==> src/rtl/io_space_consts.svh <==
`ifndef IO_SPACE_CONSTS_SVH
`define IO_SPACE_CONSTS_SVH

// ----------------------------------------------------------------------
// Address map
// ----------------------------------------------------------------------
`define RAM_BASE          32'h0000_0000
`define RAM_MAX_LAST      32'h003F_FFFF
`define RAM_FITTED_LAST   32'h0007_FFFF
`define MCU_IO_BASE       32'h1000_0000
`define PLD_A_BASE        32'h2000_0000
`define PLD_B_BASE        32'h3000_0000
`define REGION_MASK       32'hF000_0000
`define MCU_IO_BYTES      32'h0000_0040
`define PLD_A_BYTES       32'h0000_0020
`define PLD_B_BYTES       32'h0000_0040

// ----------------------------------------------------------------------
// Port offsets within the microcontroller I/O area
// ----------------------------------------------------------------------
`define OFS_DATA_PORT     6'h00
`define OFS_CTRL_PORT     6'h04
`define OFS_COUNTER       6'h08
`define OFS_MATCH         6'h0C
`define OFS_SERIAL_DATA   6'h10
`define OFS_SERIAL_STAT   6'h14
`define OFS_IRQ_MAP       6'h18
`define OFS_IRQ_MASK      6'h1C
`define OFS_HALT          6'h20

// ----------------------------------------------------------------------
// Control port fields and reset values
// ----------------------------------------------------------------------
`define CTRL_DIR_BIT      2
`define CTRL_BTN_LO_BIT   6
`define CTRL_BTN_HI_BIT   7
`define CTRL_WR_MASK      8'h37
`define CTRL_RESET        8'h00
`define BYTE_RESET        8'h00
`define IRQ_TIMER_BIT     0

// ----------------------------------------------------------------------
// Timing
// ----------------------------------------------------------------------
`define CLK_FREQ_HZ       200000000
`define TICK_FREQ_HZ      1000
`define TICK_CYCLES       (`CLK_FREQ_HZ / `TICK_FREQ_HZ)

`endif

==> src/rtl/io_space_pkg.sv <==
package io_space_pkg;

   // Region selected by the decoder.
   typedef enum logic [2:0] {
      REGION_NONE,
      REGION_RAM,
      REGION_MCU_IO,
      REGION_PLD_A,
      REGION_PLD_B
   } region_t;

   // Serial transmit sequencer states.
   typedef enum logic [0:0] {
      TX_IDLE,
      TX_WAIT
   } tx_state_t;

   // Complete state of the port bank.
   typedef struct packed {
      logic [7:0]  data_out;
      logic [7:0]  ctrl;
      logic [7:0]  counter;
      logic [7:0]  match;
      logic [7:0]  irq_map;
      logic [7:0]  irq_mask;
      logic [7:0]  serial_stat;
      logic [31:0] tick;
      logic [7:0]  rdata;
      logic        rvalid;
      logic        halt;
      logic        rx_pop;
      logic        tx_push;
      logic [7:0]  tx_data;
      tx_state_t   tx_state;
   } bank_state_t;

endpackage

==> src/rtl/io_space_bus_if.sv <==
`timescale 1ns/1ps
`default_nettype none

// Byte access from the decoder to the port bank.
interface io_space_bus_if;
   logic       sel;
   logic       wr;
   logic [5:0] ofs;
   logic [7:0] wdata;
   logic [7:0] rdata;
   logic       rvalid;

   modport decoder (output sel, output wr, output ofs, output wdata,
                    input rdata, input rvalid);
   modport bank (input sel, input wr, input ofs, input wdata,
                 output rdata, output rvalid);
endinterface

`default_nettype wire

==> src/rtl/io_port_bank.sv <==
`timescale 1ns/1ps
`default_nettype none
`include "io_space_consts.svh"

// Byte-wide port bank of the microcontroller I/O area.
module io_port_bank
   import io_space_pkg::*;
#(
   parameter int TICK_CYCLES = `TICK_CYCLES
) (
   input  wire logic        clk_in,
   input  wire logic        rstn_in,
   io_space_bus_if.bank     bus,
   input  wire logic [7:0]  pins_in,
   input  wire logic [1:0]  buttons_in,
   input  wire logic [7:0]  rx_byte_in,
   input  wire logic        rx_ready_in,
   input  wire logic        tx_busy_in,
   output logic      [7:0]  data_out,
   output logic      [7:0]  data_oe_out,
   output logic      [7:0]  ctrl_out,
   output logic             irq_out,
   output logic             halt_out,
   output logic             rx_pop_out,
   output logic             tx_push_out,
   output logic      [7:0]  tx_byte_out
);

   bank_state_t s_q;
   bank_state_t s_d;
   logic        tick_hit;
   logic        dir_in;

   // ----------------------------------------------------------------------
   // Next-state logic
   // ----------------------------------------------------------------------
   // Decodes byte accesses and advances the counter and status.
   always_comb begin
      s_d         = s_q;
      s_d.rvalid  = 1'b0;
      s_d.halt    = 1'b0;
      s_d.rx_pop  = 1'b0;
      s_d.tx_push = 1'b0;
      dir_in      = s_q.ctrl[`CTRL_DIR_BIT];
      tick_hit    = (s_q.tick == 32'(TICK_CYCLES - 1));
      s_d.tick    = tick_hit ? 32'h0000_0000 : s_q.tick + 32'h0000_0001;
      if (tick_hit) begin
         s_d.counter = s_q.counter + 8'h01;  // Wraps from FF to 00
      end
      // Serial status follows the serial side unless written this cycle.
      s_d.serial_stat = {6'h00, tx_busy_in, rx_ready_in};
      if (bus.sel && bus.wr) begin
         case (bus.ofs)
            `OFS_DATA_PORT: begin
               s_d.data_out = bus.wdata;
            end
            `OFS_CTRL_PORT: begin
               s_d.ctrl = bus.wdata & `CTRL_WR_MASK;
            end
            `OFS_COUNTER: begin
               s_d.counter = bus.wdata;
               s_d.tick    = 32'h0000_0000;
            end
            `OFS_MATCH: begin
               s_d.match = bus.wdata;
            end
            `OFS_SERIAL_DATA: begin
               if (s_q.tx_state == TX_IDLE) begin
                  s_d.tx_data  = bus.wdata;
                  s_d.tx_push  = 1'b1;
                  s_d.tx_state = TX_WAIT;
               end
            end
            `OFS_SERIAL_STAT: begin
               s_d.serial_stat = bus.wdata;
            end
            `OFS_IRQ_MAP: begin
               s_d.irq_map = bus.wdata;
            end
            `OFS_IRQ_MASK: begin
               s_d.irq_mask = bus.wdata;
            end
            `OFS_HALT: begin
               s_d.halt = 1'b1;
            end
            default: begin
               s_d.halt = 1'b0;  // Undefined offsets are ignored
            end
         endcase
      end
      // Counter match raises the timer interrupt bit while its mask bit is set; set wins over clear.
      if (s_q.counter == s_q.match && tick_hit == 1'b0 && s_q.irq_mask[`IRQ_TIMER_BIT]) begin
         s_d.irq_map[`IRQ_TIMER_BIT] = 1'b1;
      end
      if (bus.sel && !bus.wr) begin
         s_d.rvalid = 1'b1;
         case (bus.ofs)
            `OFS_DATA_PORT: begin
               s_d.rdata = dir_in ? pins_in : s_q.data_out;
            end
            `OFS_CTRL_PORT: begin
               s_d.rdata = {buttons_in, s_q.ctrl[5:0]};
            end
            `OFS_COUNTER: begin
               s_d.rdata = s_q.counter;
            end
            `OFS_MATCH: begin
               s_d.rdata = s_q.match;
            end
            `OFS_SERIAL_DATA: begin
               s_d.rdata  = rx_byte_in;
               s_d.rx_pop = rx_ready_in;
            end
            `OFS_IRQ_MAP: begin
               s_d.rdata = s_q.irq_map;
            end
            `OFS_IRQ_MASK: begin
               s_d.rdata = s_q.irq_mask;
            end
            default: begin
               s_d.rdata = `BYTE_RESET;
            end
         endcase
      end
      // Transmitter waits until the push cycle has passed and the serial side is not busy.
      case (s_q.tx_state)
         TX_IDLE: begin
            s_d.tx_state = s_d.tx_state;
         end
         TX_WAIT: begin
            if (!tx_busy_in && !s_q.tx_push) begin
               s_d.tx_state = TX_IDLE;
            end
         end
         default: begin
            s_d.tx_state = TX_IDLE;
         end
      endcase
   end

   // ----------------------------------------------------------------------
   // State register
   // ----------------------------------------------------------------------
   // Holds the whole bank state.
   always_ff @(posedge clk_in or negedge rstn_in) begin
      if (!rstn_in) begin
         s_q          <= '0;
         s_q.ctrl     <= `CTRL_RESET;
         s_q.tx_state <= TX_IDLE;
      end else begin
         s_q <= s_d;
      end
   end

   // ----------------------------------------------------------------------
   // Outputs
   // ----------------------------------------------------------------------
   // Port drives all eight lines only while the direction bit is zero.
   assign data_out    = s_q.data_out;
   assign data_oe_out = s_q.ctrl[`CTRL_DIR_BIT] ? 8'h00 : 8'hFF;
   assign ctrl_out    = s_q.ctrl;
   assign irq_out     = |(s_q.irq_map & s_q.irq_mask);
   assign halt_out    = s_q.halt;
   assign rx_pop_out  = s_q.rx_pop;
   assign tx_push_out = s_q.tx_push;
   assign tx_byte_out = s_q.tx_data;
   assign bus.rdata   = s_q.rdata;
   assign bus.rvalid  = s_q.rvalid;

endmodule

`default_nettype wire

==> src/rtl/io_space_decoder_ports.sv <==
`timescale 1ns/1ps
`default_nettype none
`include "io_space_consts.svh"

module io_space_decoder_ports
   import io_space_pkg::*;
#(
   parameter logic [31:0] RAM_LAST     = `RAM_FITTED_LAST,
   parameter int          TICK_CYCLES  = `TICK_CYCLES
) (
   input  wire logic        clk_in,
   input  wire logic        rstn_in,
   input  wire logic [31:0] addr_in,
   input  wire logic        req_in,
   input  wire logic        wr_in,
   input  wire logic        byte_in,
   input  wire logic [7:0]  wdata_in,
   output logic      [7:0]  rdata_out,
   output logic             rvalid_out,
   output logic             ram_sel_out,
   output logic             pld_a_sel_out,
   output logic             pld_b_sel_out,
   output logic      [6:0]  region_ofs_out,
   output logic             bad_access_out,
   input  wire logic [7:0]  periph_data_line_in,
   output logic      [7:0]  periph_data_line_out,
   output logic      [7:0]  periph_data_line_oe_out,
   output logic      [7:0]  ctrl_port_out,
   input  wire logic [1:0]  buttons_in,
   input  wire logic [7:0]  rx_byte_in,
   input  wire logic        rx_ready_in,
   output logic             rx_pop_out,
   input  wire logic        tx_busy_in,
   output logic             tx_push_out,
   output logic      [7:0]  tx_byte_out,
   output logic             irq_out,
   output logic             halt_out
);

   io_space_bus_if bus ();
   region_t        region;

   // ----------------------------------------------------------------------
   // Region decode
   // ----------------------------------------------------------------------
   // Selects one region from the top address nibble and the region size.
   always_comb begin
      region = REGION_NONE;
      case (addr_in & `REGION_MASK)
         `RAM_BASE: begin
            if (addr_in <= RAM_LAST && addr_in <= `RAM_MAX_LAST) begin
               region = REGION_RAM;
            end
         end
         `MCU_IO_BASE: begin
            if ((addr_in - `MCU_IO_BASE) < `MCU_IO_BYTES) begin
               region = REGION_MCU_IO;
            end
         end
         `PLD_A_BASE: begin
            if ((addr_in - `PLD_A_BASE) < `PLD_A_BYTES) begin
               region = REGION_PLD_A;
            end
         end
         `PLD_B_BASE: begin
            if ((addr_in - `PLD_B_BASE) < `PLD_B_BYTES) begin
               region = REGION_PLD_B;
            end
         end
         default: begin
            region = REGION_NONE;  // Unused space
         end
      endcase
   end

   // Same load and store strobes reach memory and I/O alike.
   assign ram_sel_out    = req_in && region == REGION_RAM;
   assign pld_a_sel_out  = req_in && region == REGION_PLD_A;
   assign pld_b_sel_out  = req_in && region == REGION_PLD_B;
   assign region_ofs_out = addr_in[6:0];

   // Controller ports take only byte transfers; others are flagged.
   assign bus.sel        = req_in && region == REGION_MCU_IO && byte_in;
   assign bus.wr         = wr_in;
   assign bus.ofs        = addr_in[5:0];
   assign bus.wdata      = wdata_in;
   assign bad_access_out = req_in && (region == REGION_NONE ||
                           (region == REGION_MCU_IO && !byte_in));

   // ----------------------------------------------------------------------
   // Port bank
   // ----------------------------------------------------------------------
   io_port_bank #(
      .TICK_CYCLES (TICK_CYCLES)
   ) u_bank (
      .clk_in      (clk_in),
      .rstn_in     (rstn_in),
      .bus         (bus),
      .pins_in     (periph_data_line_in),
      .buttons_in  (buttons_in),
      .rx_byte_in  (rx_byte_in),
      .rx_ready_in (rx_ready_in),
      .tx_busy_in  (tx_busy_in),
      .data_out    (periph_data_line_out),
      .data_oe_out (periph_data_line_oe_out),
      .ctrl_out    (ctrl_port_out),
      .irq_out     (irq_out),
      .halt_out    (halt_out),
      .rx_pop_out  (rx_pop_out),
      .tx_push_out (tx_push_out),
      .tx_byte_out (tx_byte_out)
   );

   // Read answer comes one cycle after the request.
   assign rdata_out  = bus.rdata;
   assign rvalid_out = bus.rvalid;

endmodule

`default_nettype wire

==> config.mk <==
export PLATFORM = sky130hd
export DESIGN_NAME = io_space_decoder_ports
export DESIGN_NICKNAME = d
export VERILOG_FILES = /design/src/rtl/io_space_pkg.sv /design/src/rtl/io_space_bus_if.sv /design/src/rtl/io_port_bank.sv /design/src/rtl/io_space_decoder_ports.sv
export VERILOG_INCLUDE_DIRS = /design/src /design/src/rtl
export SDC_FILE = /design/constraint.sdc
export NUM_CORES = 1
export LEC_CHECK = 0
export ABC_AREA = 1
export BUFFER_PORTS_ARGS = -buffer_cell sky130_fd_sc_hd__buf_4
export CAP_MARGIN = 20
export CORE_AREA = 2 2 127 129
export DETAILED_ROUTE_END_ITERATION = 12
export DIE_AREA = 0 0 129 131
export HOLD_SLACK_MARGIN = 0.06
export PLACE_DENSITY = 0.7
export REMOVE_ABC_BUFFERS = 1
export SYNTH_ARGS = -nofsm -noshare
export SYNTH_HDL_FRONTEND = slang
export SYNTH_SLANG_ARGS = --single-unit
==> constraint.sdc <==
create_clock -name clk_in -period 3.3 [get_ports clk_in]
set_input_delay 0.33 -clock clk_in [delete_from_list [all_inputs] [get_ports clk_in]]
set_output_delay 0.33 -clock clk_in [all_outputs]
set_load 0.05 [all_outputs]
==> results.json <==
{
  "first_pass_iters": 5,
  "synth-edff-count": 0,
  "crit_required_ps": 3550,
  "root_buffer": "clkbuf_16",
  "swShare_pct": 23.3,
  "numCtsBuffers": 9,
  "gp_congestion": 0.924,
  "ctsResizeCount": 0,
  "synth_cell_types": 36,
  "drc": 0,
  "insertion_delay_ps": 350,
  "ys.flop_type": "dfrtp_1",
  "peakVddDrop_mv": 0.220,
  "fp.coreArea_um2": 15600,
  "postCtsHoldBufs": 0,
  "startpoint": "u_bank.s_q[21]",
  "status": "completed",
  "drive_above_1_share_pct": 16.7,
  "overflow": 0,
  "multiInputGateArea_um2": 2860,
  "cp_max_fo": 18,
  "fin_cells": 1149,
  "io_buffers": 117,
  "min_path_type": "primary input to async pin",
  "fill_cells": 1572,
  "rows": 46,
  "reg2reg_depth": 12,
  "fin_crit_sh_pct": 69.8,
  "place_hpwl_um": 11900,
  "p_int_mw": 1.94,
  "cp.arrival_ps": 2550,
  "dp.cells": 1133,
  "cts_tree": "done",
  "cts_max_level": 3,
  "whs_ps": 131,
  "p_clk_share_pct": 45.1,
  "dieArea_um2": 16900,
  "cts_buffer_depth": 2,
  "via_per_inst": 4.93,
  "power.density_nw_per_um2": 349,
  "clkTransAtPathRegs_ps": 70,
  "seq_power_share_pct": 47.5,
  "antenna_found_initial": 0,
  "drv_cap": 0,
  "post_drt_wl_per_cell_um": 13.9,
  "synth_warnings": 0,
  "syn-cell-area_um2": 6140,
  "syn_avg_cell_area_um2": 7.17,
  "r2r_slack_ps": 1000,
  "period_minus_slack_ps": 2300,
  "synthTopCellsByCount": "254 x nand2_1, 102 x inv_1, 98 x dfrtp_1, 64 x nor2_1, 54 x o21ai_0",
  "drt_iter0_markers": 309,
  "vias": 5662,
  "p_total_mw": 2.53,
  "startpoint_type": "flip-flop",
  "fmax_mhz": 434,
  "wirelength_um": 16000,
  "synth-seq-area-share_pct": 39.9,
  "p_leak_nw": 3.70,
  "netlist_instances": 856,
  "initial_core_util_pct": 39.4,
  "grt_pass1_vias": 5370,
  "die_w_um": 129,
  "maxSlewHeadroom_pct": 38.3,
  "tns_ps": 0,
  "comb_power_share_pct": 7.4,
  "path_class": "flip-flop to flip-flop",
  "maxSlewViolCount": 0,
  "rsz0062_at_grt": "no",
  "postCtsSetupRepairBufs": 0,
  "synth_most_common_cell": "nand2_1",
  "ys_async_sr_fraction_pct": 100,
  "skew_ps": 9.65,
  "nNetsFinal": 998,
  "synth_area_leaders": "dfrtp_1 40%, nand2_1 16%, inv_1 6.2%",
  "r2r_start": "u_bank.s_q[21]",
  "worstSetupEndpointType": "flip-flop",
  "ys_seq_elements": 98,
  "final_util_pct": 46.4,
  "regArea_um2": 2450,
  "grt_max_degree": 71,
  "antenna_left": 0,
  "synth.largest_area_cell": "dfrtp_1",
  "grt_pass1_wl_um": 26500,
  "syn_to_final_growth_pct": 17.9,
  "cts.sinks": 98,
  "synth_top_area_share_pct": 39.9,
  "setup_viol_count_final": 0,
  "reg2reg_to": "u_bank.s_q[92]",
  "ios": 121,
  "hold_violations": 0,
  "track_usage_pct": 19.8,
  "endpoint": "u_bank.s_q[92]",
  "antenna_cells": 0,
  "chipHeight_um": 131,
  "power.switching_mw": 0.589,
  "worst_pin_slew_ps": 926
}
## critical path, stage by stage (launching register included)
cell,delay (ps)
dfrtp_1,430
ha_1,210
nand3_1,160
inv_1,110
nand2_1,90
nor3_4,380
nand2_2,390
nand2_1,140
nand2_1,80
nand2_1,60
nand2_1,50
nand2_1,50
nand2_1,50
## kinds of logic after synthesis
logic type	synth area share, %
DFF	39.9
and+or+nand+nor	30.5
other	0.0611
xor gates and xnor gates	4.42
adders and majority gates	1.02
AOI/OAI and AO/OA	10.4
buffers and inverters	13.6
## cell type report
class | count | area share (%)
Clock buffer | 10 | 3.16
Clock inverter | 6 | 1.23
Inverter | 103 | 5.34
Multi-Input combinational cell | 591 | 39.5
Sequential cell | 98 | 33.9
Tap cell | 216 | 3.73
Timing Repair Buffer | 125 | 13.1
## layer usage
| metal | GRT usage, % | wire length (µm) | vias to the layer above |
|---|---|---|---|
| met1 | 26.4 | 7120 | 2625 |
| met2 | 33.7 | 7720 | 182 |
| met3 | 2.93 | 946 | 18 |
| li1 | - | - | 2837 |
| met5 | 0 | 0 | - |
| met4 | 5.63 | 207 | 0 |
## power groups by stage
| stage | combinational, mW | sequential, mW | clock, mW |
|---|---|---|---|
| after floorplan | 0.0453 | 1.22 | 0 |
| after CTS | 0.190 | 1.20 | 1.16 |
| after global routing | 0.207 | 1.20 | 1.20 |
| after global placement | 0.188 | 1.22 | 0 |
| after detailed placement | 0.189 | 1.22 | 0 |
| final | 0.188 | 1.20 | 1.14 |
## flip-flops by register name, summed over array words and instances, names as in the netlist
name / flops
u_bank.bus.rdata: 8
u_bank.bus.rvalid: 1
u_bank.ctrl_out: 5
u_bank.data_out: 8
u_bank.halt_out: 1
u_bank.rx_pop_out: 1
u_bank.s_q: 65
u_bank.tx_byte_out: 8
u_bank.tx_push_out: 1
## metrics by stage
| stage | worst slack (ps) | area (µm²) |
|---|---|---|
| after global placement | 907 | 6920 |
| after detailed placement | 867 | 6920 |
| after global routing | 711 | 7240 |
| after floorplan | -525 | 5700 |
| final | 995 | 7240 |
| after CTS | 1020 | 7240 |
## placed cells by master (no fill, tap or decap), types with 3 or more instances in the layout
master,Yosys,layout
clkbuf_16,0,9
conb_1,1,3
xnor2_1,6,6
inv_1,102,102
buf_4,49,124
a21oi_1,37,37
nand3_1,39,39
nand4_1,20,20
nor2_1,64,64
o21ai_0,54,54
nand2_1,254,254
nor4_1,5,5
nor2_2,6,6
nor3_1,34,34
dfrtp_1,98,98
a22oi_1,3,3
xor2_1,25,25
o21ai_1,8,8
ha_1,5,5
o22ai_1,9,9
## worst min path at each step
stage | startpoint | endpoint | slack (ps) | depth (start not counted)
6_report | rstn_in | u_bank.s_q[48] | 130 | 1
5_1_grt | rstn_in | u_bank.s_q[48] | 210 | 1
4_1_cts | rstn_in | u_bank.s_q[88] | 150 | 1
3_5_place_dp | u_bank.tx_byte_out[5] | u_bank.tx_byte_out[5] | 460 | 2
3_3_place_gp | u_bank.tx_byte_out[4] | u_bank.tx_byte_out[4] | 460 | 2
2_1_floorplan | rstn_in | u_bank.bus.rdata[0] | 30 | 0
Note: power is estimated with default switching activity, not from simulation.
